==> src/design/pmi_map.svh <==
/*
  Register map, field positions, reset values and timing counts for the
  power-mode and extended interrupt priority block.
  Assumes inclusion by bare name from design files.
*/
`ifndef PMI_MAP_SVH
`define PMI_MAP_SVH

`define PMI_ADDR_PWR_CTRL 8'h87
`define PMI_ADDR_PRIO_A 8'hF6
`define PMI_ADDR_PRIO_B 8'hF7
`define PMI_RESET_BYTE 8'h00
`define PMI_BIT_IDLE 0
`define PMI_BIT_STOP 1
`define PMI_SRC_COUNT 16
`define PMI_CLK_HZ 20000000
`define PMI_MCD_TIMEOUT_US 100
`define PMI_MCD_CYCLES ((`PMI_CLK_HZ / 1000000) * `PMI_MCD_TIMEOUT_US)

`endif

==> src/design/pmi_pkg.sv <==
/*
  Types shared by the power-mode and priority block.
  Assumes nothing beyond a SystemVerilog compiler.
*/
package pmi_pkg;
  typedef enum logic [1:0] {
    PMI_RUN = 2'b00,
    PMI_IDLE = 2'b01,
    PMI_STOP = 2'b10
  } pmi_mode_e;
endpackage

==> src/design/pmi_sync.sv <==
/*
  Two-flop synchroniser for signals arriving from outside the clock domain.
  Assumes clk_i is the system clock and rst_b_i an async active-low reset.
*/
`timescale 1ns/1ps
`default_nettype none
module pmi_sync #(
  parameter int WIDTH = 1
) (
  input wire logic clk_i,
  input wire logic rst_b_i,
  input wire logic [WIDTH-1:0] d_i,
  output logic [WIDTH-1:0] q_o
);
  logic [WIDTH-1:0] meta_q;

  always_ff @(posedge clk_i or negedge rst_b_i) begin
    if (!rst_b_i) begin
      meta_q <= '0;
      q_o <= '0;
    end else begin
      meta_q <= d_i;
      q_o <= meta_q;
    end
  end
endmodule // pmi_sync
`default_nettype wire

==> src/design/pmi_core.sv <==
/*
  Power-mode controller and extended interrupt priority registers.
  Assumes the CPU drives a single-cycle register write/read port, pulses
  insn_done_i at the end of each instruction and handler_return_i on a
  return from handler; the chip-level reset on rst_b_i returns the CPU to
  address zero. Reset pin and watchdog overflow come from outside.
*/
// What this block does
// RULE1 - First priority register: bit per source, adc0 done down to spi.
// RULE2 - Second priority register: bit per source, dma down to timer3.
// RULE3 - All three registers reset to zero, reachable on every page.
// RULE4 - Writing idle bit halts CPU into idle after the instruction.
// RULE5 - Idle gates only CPU clock; peripherals and registers keep going.
// RULE6 - Enabled interrupt or reset pin ends idle; interrupt clears idle.
// RULE7 - Woken interrupt serviced, then next instruction after idle write.
// RULE8 - Reset ending idle or stop runs normal reset from address zero.
// RULE9 - Watchdog keeps counting in idle; overflow resets and ends idle.
// RULE10 - Writing stop bit stops CPU and oscillator after the instruction.
// RULE11 - Interrupts ignored in stop; only resets end it.
// RULE12 - Enabled missing-clock detector runs in stop and resets on timeout.
// RULE13 - Software disables the detector before stopping beyond its timeout.
// RULE14 - Idle and stop bits read zero; upper six bits reserved.
// RULE15 - Software follows idle write with a multi-byte instruction.
// RULE16 - Global enable overrides masks for servicing and waking.
// RULE17 - High priority first; high preempts low, never the reverse.
`timescale 1ns/1ps
`default_nettype none
`include "pmi_map.svh"
module pmi_core #(
  parameter int SRC = `PMI_SRC_COUNT,
  parameter int MCD_CYCLES = `PMI_MCD_CYCLES
) (
  input wire logic clk_i,
  input wire logic rst_b_i,
  input wire logic [7:0] reg_addr_i,
  input wire logic [7:0] reg_wdata_i,
  input wire logic reg_wr_i,
  input wire logic reg_rd_i,
  output logic [7:0] reg_rdata_o,
  input wire logic insn_done_i,
  input wire logic handler_return_i,
  input wire logic global_irq_enable_i,
  input wire logic [SRC-1:0] irq_pend_i,
  input wire logic [SRC-1:0] irq_en_i,
  input wire logic ext_reset_b_i,
  input wire logic watchdog_ovf_i,
  input wire logic mcd_enable_i,
  input wire logic clk_present_i,
  output logic cpu_clk_en_o,
  output logic osc_en_o,
  output logic periph_clk_en_o,
  output logic int_reset_o,
  output logic irq_valid_o,
  output logic [3:0] irq_id_o,
  output logic irq_high_o,
  output logic idle_o,
  output logic stop_o
);
  logic [7:0] prio_a_q;
  logic [7:0] prio_b_q;
  pmi_pkg::pmi_mode_e mode_q;
  pmi_pkg::pmi_mode_e mode_d;
  logic idle_req_q;
  logic stop_req_q;
  logic in_high_q;
  logic in_low_q;
  logic [31:0] mcd_cnt_q;
  logic [1:0] pin_sync;
  logic ext_rst_s;
  logic clk_ok_s;

  pmi_sync #(.WIDTH(2)) u_sync (
    .clk_i(clk_i),
    .rst_b_i(rst_b_i),
    .d_i({~ext_reset_b_i, clk_present_i}),
    .q_o(pin_sync)
  );
  assign ext_rst_s = pin_sync[1];
  assign clk_ok_s = pin_sync[0];

  function automatic logic [3:0] first_set(input logic [15:0] v);
    logic [3:0] idx;
    idx = 4'h0;
    for (int i = 0; i < 16; i++) begin
      if (v[i]) begin
        idx = 4'(i);
      end
    end
    return idx;
  endfunction

  // Source n: bits 0..7 = first register, 8..15 = second register
  wire [15:0] level_w = {prio_b_q, prio_a_q}; // [RULE1] [RULE2]
  wire [15:0] live_w = irq_pend_i & irq_en_i &
                       {16{global_irq_enable_i}}; // [RULE16]
  wire [15:0] hi_w = live_w & level_w;
  wire [15:0] lo_w = live_w & ~level_w;
  wire take_hi = (|hi_w) && !in_high_q; // [RULE17]
  wire take_lo = (|lo_w) && !(|hi_w) && !in_high_q && !in_low_q; // [RULE17]
  wire wr_pwr = reg_wr_i && reg_addr_i == `PMI_ADDR_PWR_CTRL;
  wire wr_a = reg_wr_i && reg_addr_i == `PMI_ADDR_PRIO_A;
  wire wr_b = reg_wr_i && reg_addr_i == `PMI_ADDR_PRIO_B;
  wire any_reset = ext_rst_s || watchdog_ovf_i ||
                   (mcd_cnt_q >= 32'(MCD_CYCLES)); // [RULE8]
  wire [7:0] rd_w = (reg_addr_i == `PMI_ADDR_PRIO_A) ? prio_a_q :
                    (reg_addr_i == `PMI_ADDR_PRIO_B) ? prio_b_q :
                    8'h00; // Power control always reads zero [RULE14]

  // Page-independent decode; no page select is seen here [RULE3]
  always_ff @(posedge clk_i or negedge rst_b_i) begin
    if (!rst_b_i) begin
      prio_a_q <= `PMI_RESET_BYTE;
      prio_b_q <= `PMI_RESET_BYTE;
    end else begin
      if (wr_a) begin
        prio_a_q <= reg_wdata_i; // [RULE1]
      end
      if (wr_b) begin
        prio_b_q <= reg_wdata_i; // [RULE2]
      end
    end
  end

  // Requests latched by the write, acted on at instruction end
  always_ff @(posedge clk_i or negedge rst_b_i) begin
    if (!rst_b_i) begin
      idle_req_q <= 1'b0;
      stop_req_q <= 1'b0;
    end else if (insn_done_i) begin
      idle_req_q <= 1'b0;
      stop_req_q <= 1'b0;
    end else if (wr_pwr) begin
      idle_req_q <= reg_wdata_i[`PMI_BIT_IDLE]; // [RULE4]
      stop_req_q <= reg_wdata_i[`PMI_BIT_STOP]; // [RULE10]
    end
  end

  always_comb begin
    mode_d = mode_q;
    case (mode_q)
      pmi_pkg::PMI_RUN: begin
        // Stop wins if both bits are written together
        if (insn_done_i && (stop_req_q || (wr_pwr &&
            reg_wdata_i[`PMI_BIT_STOP]))) begin
          mode_d = pmi_pkg::PMI_STOP; // [RULE10]
        end else if (insn_done_i && (idle_req_q || (wr_pwr &&
            reg_wdata_i[`PMI_BIT_IDLE]))) begin
          mode_d = pmi_pkg::PMI_IDLE; // [RULE4]
        end
      end
      pmi_pkg::PMI_IDLE: begin
        if (|live_w) begin
          mode_d = pmi_pkg::PMI_RUN; // [RULE6] [RULE7]
        end
      end
      pmi_pkg::PMI_STOP: begin
        mode_d = pmi_pkg::PMI_STOP; // [RULE11]
      end
      default: begin
        mode_d = pmi_pkg::PMI_RUN;
      end
    endcase
    if (any_reset) begin
      mode_d = pmi_pkg::PMI_RUN; // [RULE6] [RULE8] [RULE9] [RULE12]
    end
  end

  always_ff @(posedge clk_i or negedge rst_b_i) begin
    if (!rst_b_i) begin
      mode_q <= pmi_pkg::PMI_RUN;
    end else begin
      mode_q <= mode_d;
    end
  end

  // Detector counts absent-clock time only while enabled [RULE12]
  always_ff @(posedge clk_i or negedge rst_b_i) begin
    if (!rst_b_i) begin
      mcd_cnt_q <= 32'h0000_0000;
    end else if (!mcd_enable_i || clk_ok_s || any_reset) begin
      mcd_cnt_q <= 32'h0000_0000;
    end else begin
      mcd_cnt_q <= mcd_cnt_q + 32'h0000_0001;
    end
  end

  // Handler nesting: one low level and one high level in flight
  always_ff @(posedge clk_i or negedge rst_b_i) begin
    if (!rst_b_i) begin
      in_high_q <= 1'b0;
      in_low_q <= 1'b0;
    end else if (any_reset) begin
      in_high_q <= 1'b0;
      in_low_q <= 1'b0;
    end else if (mode_d != pmi_pkg::PMI_STOP) begin
      if (handler_return_i) begin
        if (in_high_q) begin
          in_high_q <= 1'b0;
        end else begin
          in_low_q <= 1'b0;
        end
      end else if (take_hi) begin
        in_high_q <= 1'b1; // [RULE17]
      end else if (take_lo) begin
        in_low_q <= 1'b1;
      end
    end
  end

  always_ff @(posedge clk_i or negedge rst_b_i) begin
    if (!rst_b_i) begin
      reg_rdata_o <= 8'h00;
      cpu_clk_en_o <= 1'b1;
      osc_en_o <= 1'b1;
      periph_clk_en_o <= 1'b1;
      int_reset_o <= 1'b0;
      irq_valid_o <= 1'b0;
      irq_id_o <= 4'h0;
      irq_high_o <= 1'b0;
      idle_o <= 1'b0;
      stop_o <= 1'b0;
    end else begin
      reg_rdata_o <= reg_rd_i ? rd_w : 8'h00;
      cpu_clk_en_o <= (mode_d == pmi_pkg::PMI_RUN); // [RULE5]
      osc_en_o <= (mode_d != pmi_pkg::PMI_STOP); // [RULE10]
      periph_clk_en_o <= (mode_d != pmi_pkg::PMI_STOP); // [RULE5]
      int_reset_o <= watchdog_ovf_i ||
                     (mcd_cnt_q >= 32'(MCD_CYCLES)); // [RULE9] [RULE12]
      // Highest-numbered source wins within a level; none on stop entry
      irq_valid_o <= (take_hi || take_lo) &&
                     (mode_d != pmi_pkg::PMI_STOP) && !any_reset; // [RULE11]
      irq_id_o <= first_set(take_hi ? hi_w : lo_w);
      irq_high_o <= take_hi;
      idle_o <= (mode_d == pmi_pkg::PMI_IDLE);
      stop_o <= (mode_d == pmi_pkg::PMI_STOP);
    end
  end
endmodule // pmi_core
`default_nettype wire

==> config.mk <==
export PLATFORM = sky130hd
export DESIGN_NAME = pmi_core
export DESIGN_NICKNAME = d
export VERILOG_FILES = /design/src/design/pmi_pkg.sv /design/src/design/pmi_sync.sv /design/src/design/pmi_core.sv
export VERILOG_INCLUDE_DIRS = /design/src /design/src/design
export SDC_FILE = /design/constraint.sdc
export NUM_CORES = 1
export LEC_CHECK = 0
export BUFFER_PORTS_ARGS = -buffer_cell sky130_fd_sc_hd__buf_2
export CAP_MARGIN = 20
export CORE_ASPECT_RATIO = 1.4
export CORE_MARGIN = 2
export CORE_UTILIZATION = 54
export DETAILED_ROUTE_END_ITERATION = 10
export GPL_TIMING_DRIVEN = 0
export PLACE_DENSITY = 0.88
export SLEW_MARGIN = 0
export SYNTH_ARGS = -nofsm -noshare
export SYNTH_HDL_FRONTEND = slang
export SYNTH_HIERARCHICAL = 1
export SYNTH_SLANG_ARGS = --single-unit
==> constraint.sdc <==
create_clock -name clk_i -period 2.75 [get_ports clk_i]
set_input_delay 0.1375 -clock clk_i [delete_from_list [all_inputs] [get_ports clk_i]]
set_output_delay 0.1375 -clock clk_i [all_outputs]
set_load 0.03 [all_outputs]
==> impl_results.rst <==
.. list-table::
   :header-rows: 1

   * - Metric
     - Value
   * - Delay-heaviest family, CP
     - compound AO/OA/AOI/OAI gates
   * - Stage delay of the slowest cell on the critical path
     - 0.48 ns
   * - Most common library cell in the layout ignoring fill and taps
     - buf_2
   * - Global placer's final weighted congestion
     - 0.992
   * - Antenna Nets Post-Route
     - 0
   * - Average wire per cell in the routed design
     - 17.4 um
   * - Share of layout cells above drive strength 1
     - 27.4%
   * - Core area
     - 0.00653 sq mm
   * - P_leak
     - 2.16 nW
   * - Mapped Area
     - 0.00360 sq mm
   * - CP max FO
     - 10
   * - Cell area reported after detailed placement
     - 0.00415 sq mm
   * - Number of CTS-inserted buffers
     - 9
   * - Summed negative setup slack over all endpoints
     - 0 ns
   * - Number of levels the H-tree was split into
     - 3
   * - Bufs and invs on worst path
     - 1
   * - Growth of design area from synthesis to finish
     - 23.5%
   * - Power density relative to cell area
     - 560 mW/mm^2
   * - IO Count
     - 79
   * - Final core utilization
     - 68.1%
   * - Most used cells in the layout excluding fill and tap cells
     - buf_2, dfrtp_1, nor2_1
   * - Final WS setup
     - 0.186 ns
   * - Required time of the worst setup path
     - 2.99 ns
   * - Worst vdd ir
     - 327 uV
   * - Count of buffers inserted at the top-level ports
     - 77
   * - Actual slew at the worst max-slew pin
     - 0.942 ns
   * - Overall die area
     - 0.00734 sq mm
   * - FILL cells
     - 512
   * - Chain of cells forming the critical path
     - nand4_1 > nand4_1 > o41ai_4 > buf_6 > mux2i_1 > a211oi_1 > a211oi_1 > o21ai_1
   * - Clock Path Buffers
     - 2
   * - Fraction of synthesized cell area taken by the top area cell type
     - 52.2%
   * - Headroom to the max-slew limit
     - 37.2%
   * - Routed via count divided by cell count
     - 5.66
   * - Crit path launch type
     - register
   * - Leading register cell type out of synthesis
     - dfrtp_1
   * - Height of the chip
     - 101 um
   * - Final routed DRC violation total
     - 0
   * - Cell count after synthesis
     - 334
   * - Effective utilization at floorplan
     - 55.1%
   * - Worst hold slack
     - 0.0253 ns
   * - Vias in the first global route
     - 3065
   * - Worst setup slack after placement
     - 0.126 ns
   * - Placement row count
     - 35
   * - Worst clock skew on the final layout
     - 0.0121 ns
   * - Later-pin clock latency in the skew report
     - 0.35 ns
   * - Total inserted antenna cells
     - 0
   * - Master of the slowest instance on the critical path
     - o41ai_4
   * - Crit path time final
     - 2.56 ns
   * - Detailed Route Iter0 Violations
     - 164
   * - Total routing usage reported by global routing
     - 27.1%
   * - Largest net degree at the start of global routing
     - 78
   * - Antenna violations before repair
     - 0
   * - Max Freq
     - 390 MHz
   * - Post-synth ARST share
     - 100%
   * - Category of the critical setup timing path
     - reg -> reg
   * - Final critical-path share of the clock period
     - 93.2%
   * - Fraction of the yosys area taken by sequential cells
     - 53.6%
   * - Number of clock sinks
     - 77
   * - Area taken by flip-flops and latches
     - 0.00193 sq mm
   * - Total half-perimeter wirelength after legalization and detailed placement
     - 7.02 mm
   * - Pre-antenna DRT Iters
     - 5
   * - Area occupied by multi-input gates
     - 0.00162 sq mm
   * - R2R Setup Slk
     - 0.19 ns
   * - Slew Viols, Final
     - 0
   * - Synth Warn #
     - 6
   * - Critical Path End Type
     - register
   * - Number of max-capacitance violations reported
     - 0
   * - Master cell of the clock root buffer
     - clkbuf_8
   * - Design area
     - 0.00444 sq mm
   * - Synthesized flop and latch total
     - 77
   * - Clock transition at the registers of the reported paths
     - 0.09 ns
   * - Final Hold Viols
     - 0
   * - Post-synthesis average cell area
     - 10.8 sq um
   * - First-pass GRT wire length
     - 14.8 mm
   * - Horizontal die dimension
     - 73.0 um
   * - Ranking of synthesized cells by area
     - dfrtp_1, mux2i_1, mux2_2
   * - Total wire length
     - 9.17 mm
   * - Result of the run
     - complete, no violations
   * - Path category of the worst min-delay check
     - in -> reg
   * - Cell variety after synth
     - 46
   * - Arrival @ worst endpoint
     - 2.81 ns
   * - GRT overflow
     - 0
   * - CTS tree
     - yes
   * - Setup-failing EPs final
     - 0
   * - Number of enable flip-flop cells after synthesis
     - 0
   * - Number of nets in the finished design
     - 509
   * - RSZ-0062 raised after global routing
     - false
   * - DR vias
     - 2985
   * - Library cell occupying the most area in the post-synthesis netlist
     - dfrtp_1
[per-stage QoR]
step	power, W	cells
5_1_grt	0.00259	527
6_report	0.00249	527
3_3_place_gp	0.00151	505
2_1_floorplan	0.00139	354
3_5_place_dp	0.00151	505
4_1_cts	0.00250	525
[kinds of logic (layout without fill, tap and decap cells)]
kind of cell | Yosys count | in the layout | synth area share, %
AOI/OAI and AO/OA | 41 | 41 | 8.56
xor gates and xnor gates | 17 | 17 | 4.14
adders and majority gates | 2 | 2 | 0.696
buffers and inverters | 27 | 126 | 3.65
DFF | 77 | 77 | 53.6
muxes | 33 | 33 | 9.70
other | 1 | 21 | 0.104
and+or+nand+nor | 136 | 136 | 19.5
[registers in the layout (all words and copies together), names as in the netlist, 2 cells and up]
signal,count
irq_id_o,4
mcd_cnt_q,32
mode_q,2
prio_a_q,8
prio_b_q,8
reg_rdata_o,8
u_sync/meta_q,2
u_sync/q_o,2
[path summary, 6_finish.rpt]
kind | from | to | depth (start not counted)
setup / recovery | prio_a_q[6] | irq_id_o[0] | 8
hold / removal | reg_wdata_i[3] | prio_b_q[3] | 2
setup reg to reg | prio_a_q[6] | irq_id_o[0] | 8
hold reg to reg | u_sync/meta_q[0] | u_sync/q_o[0] | 0
max in group asynchronous | rst_b_i | prio_b_q[7] | 2
min in group asynchronous | rst_b_i | mcd_cnt_q[16] | 2
[power by group]
group          switching (W)  internal (W)
logic               0.000179      0.000127
registers          0.0000284       0.00117
clock network       0.000455      0.000527
[layer usage]
layer	global-route usage (%)	share of wire (%)	up-vias	routed length, um
met2	47.1	52	127	4800
met4	12.4	3.7	0	338
li1	-	-	1414	-
met3	6.10	6.3	23	575
met1	31.2	38	1421	3450
met5	0	0	-	0
[Yosys cell counts, drive strengths merged (8+ instances only)]
library cell / number
dfrtp: 75
nor2: 38
nand3: 24
nand4: 23
nand2: 19
mux2i: 18
inv: 16
mux2: 15
xor2: 10
nor4: 8
o21ai: 8
[final cells by class]
| class | instances | share of cell area, % |
|---|---|---|
| plain buffers | 11 | 1.61 |
| clock buffers | 9 | 2.79 |
| clock inverters | 7 | 2.37 |
| inverters | 16 | 1.35 |
| multi-input cells | 250 | 36.4 |
| flip-flops and latches | 77 | 43.4 |
| well taps | 74 | 2.08 |
| repair buffers | 83 | 9.97 |
[what timing repair did]
item	CTS	global route
setup buffers	0	2
gates resized for setup	0	1
hold buffers	4	0
setup endpoints to repair	0	3
hold endpoints to repair	79	0
Power figures use the tool's default switching activity.
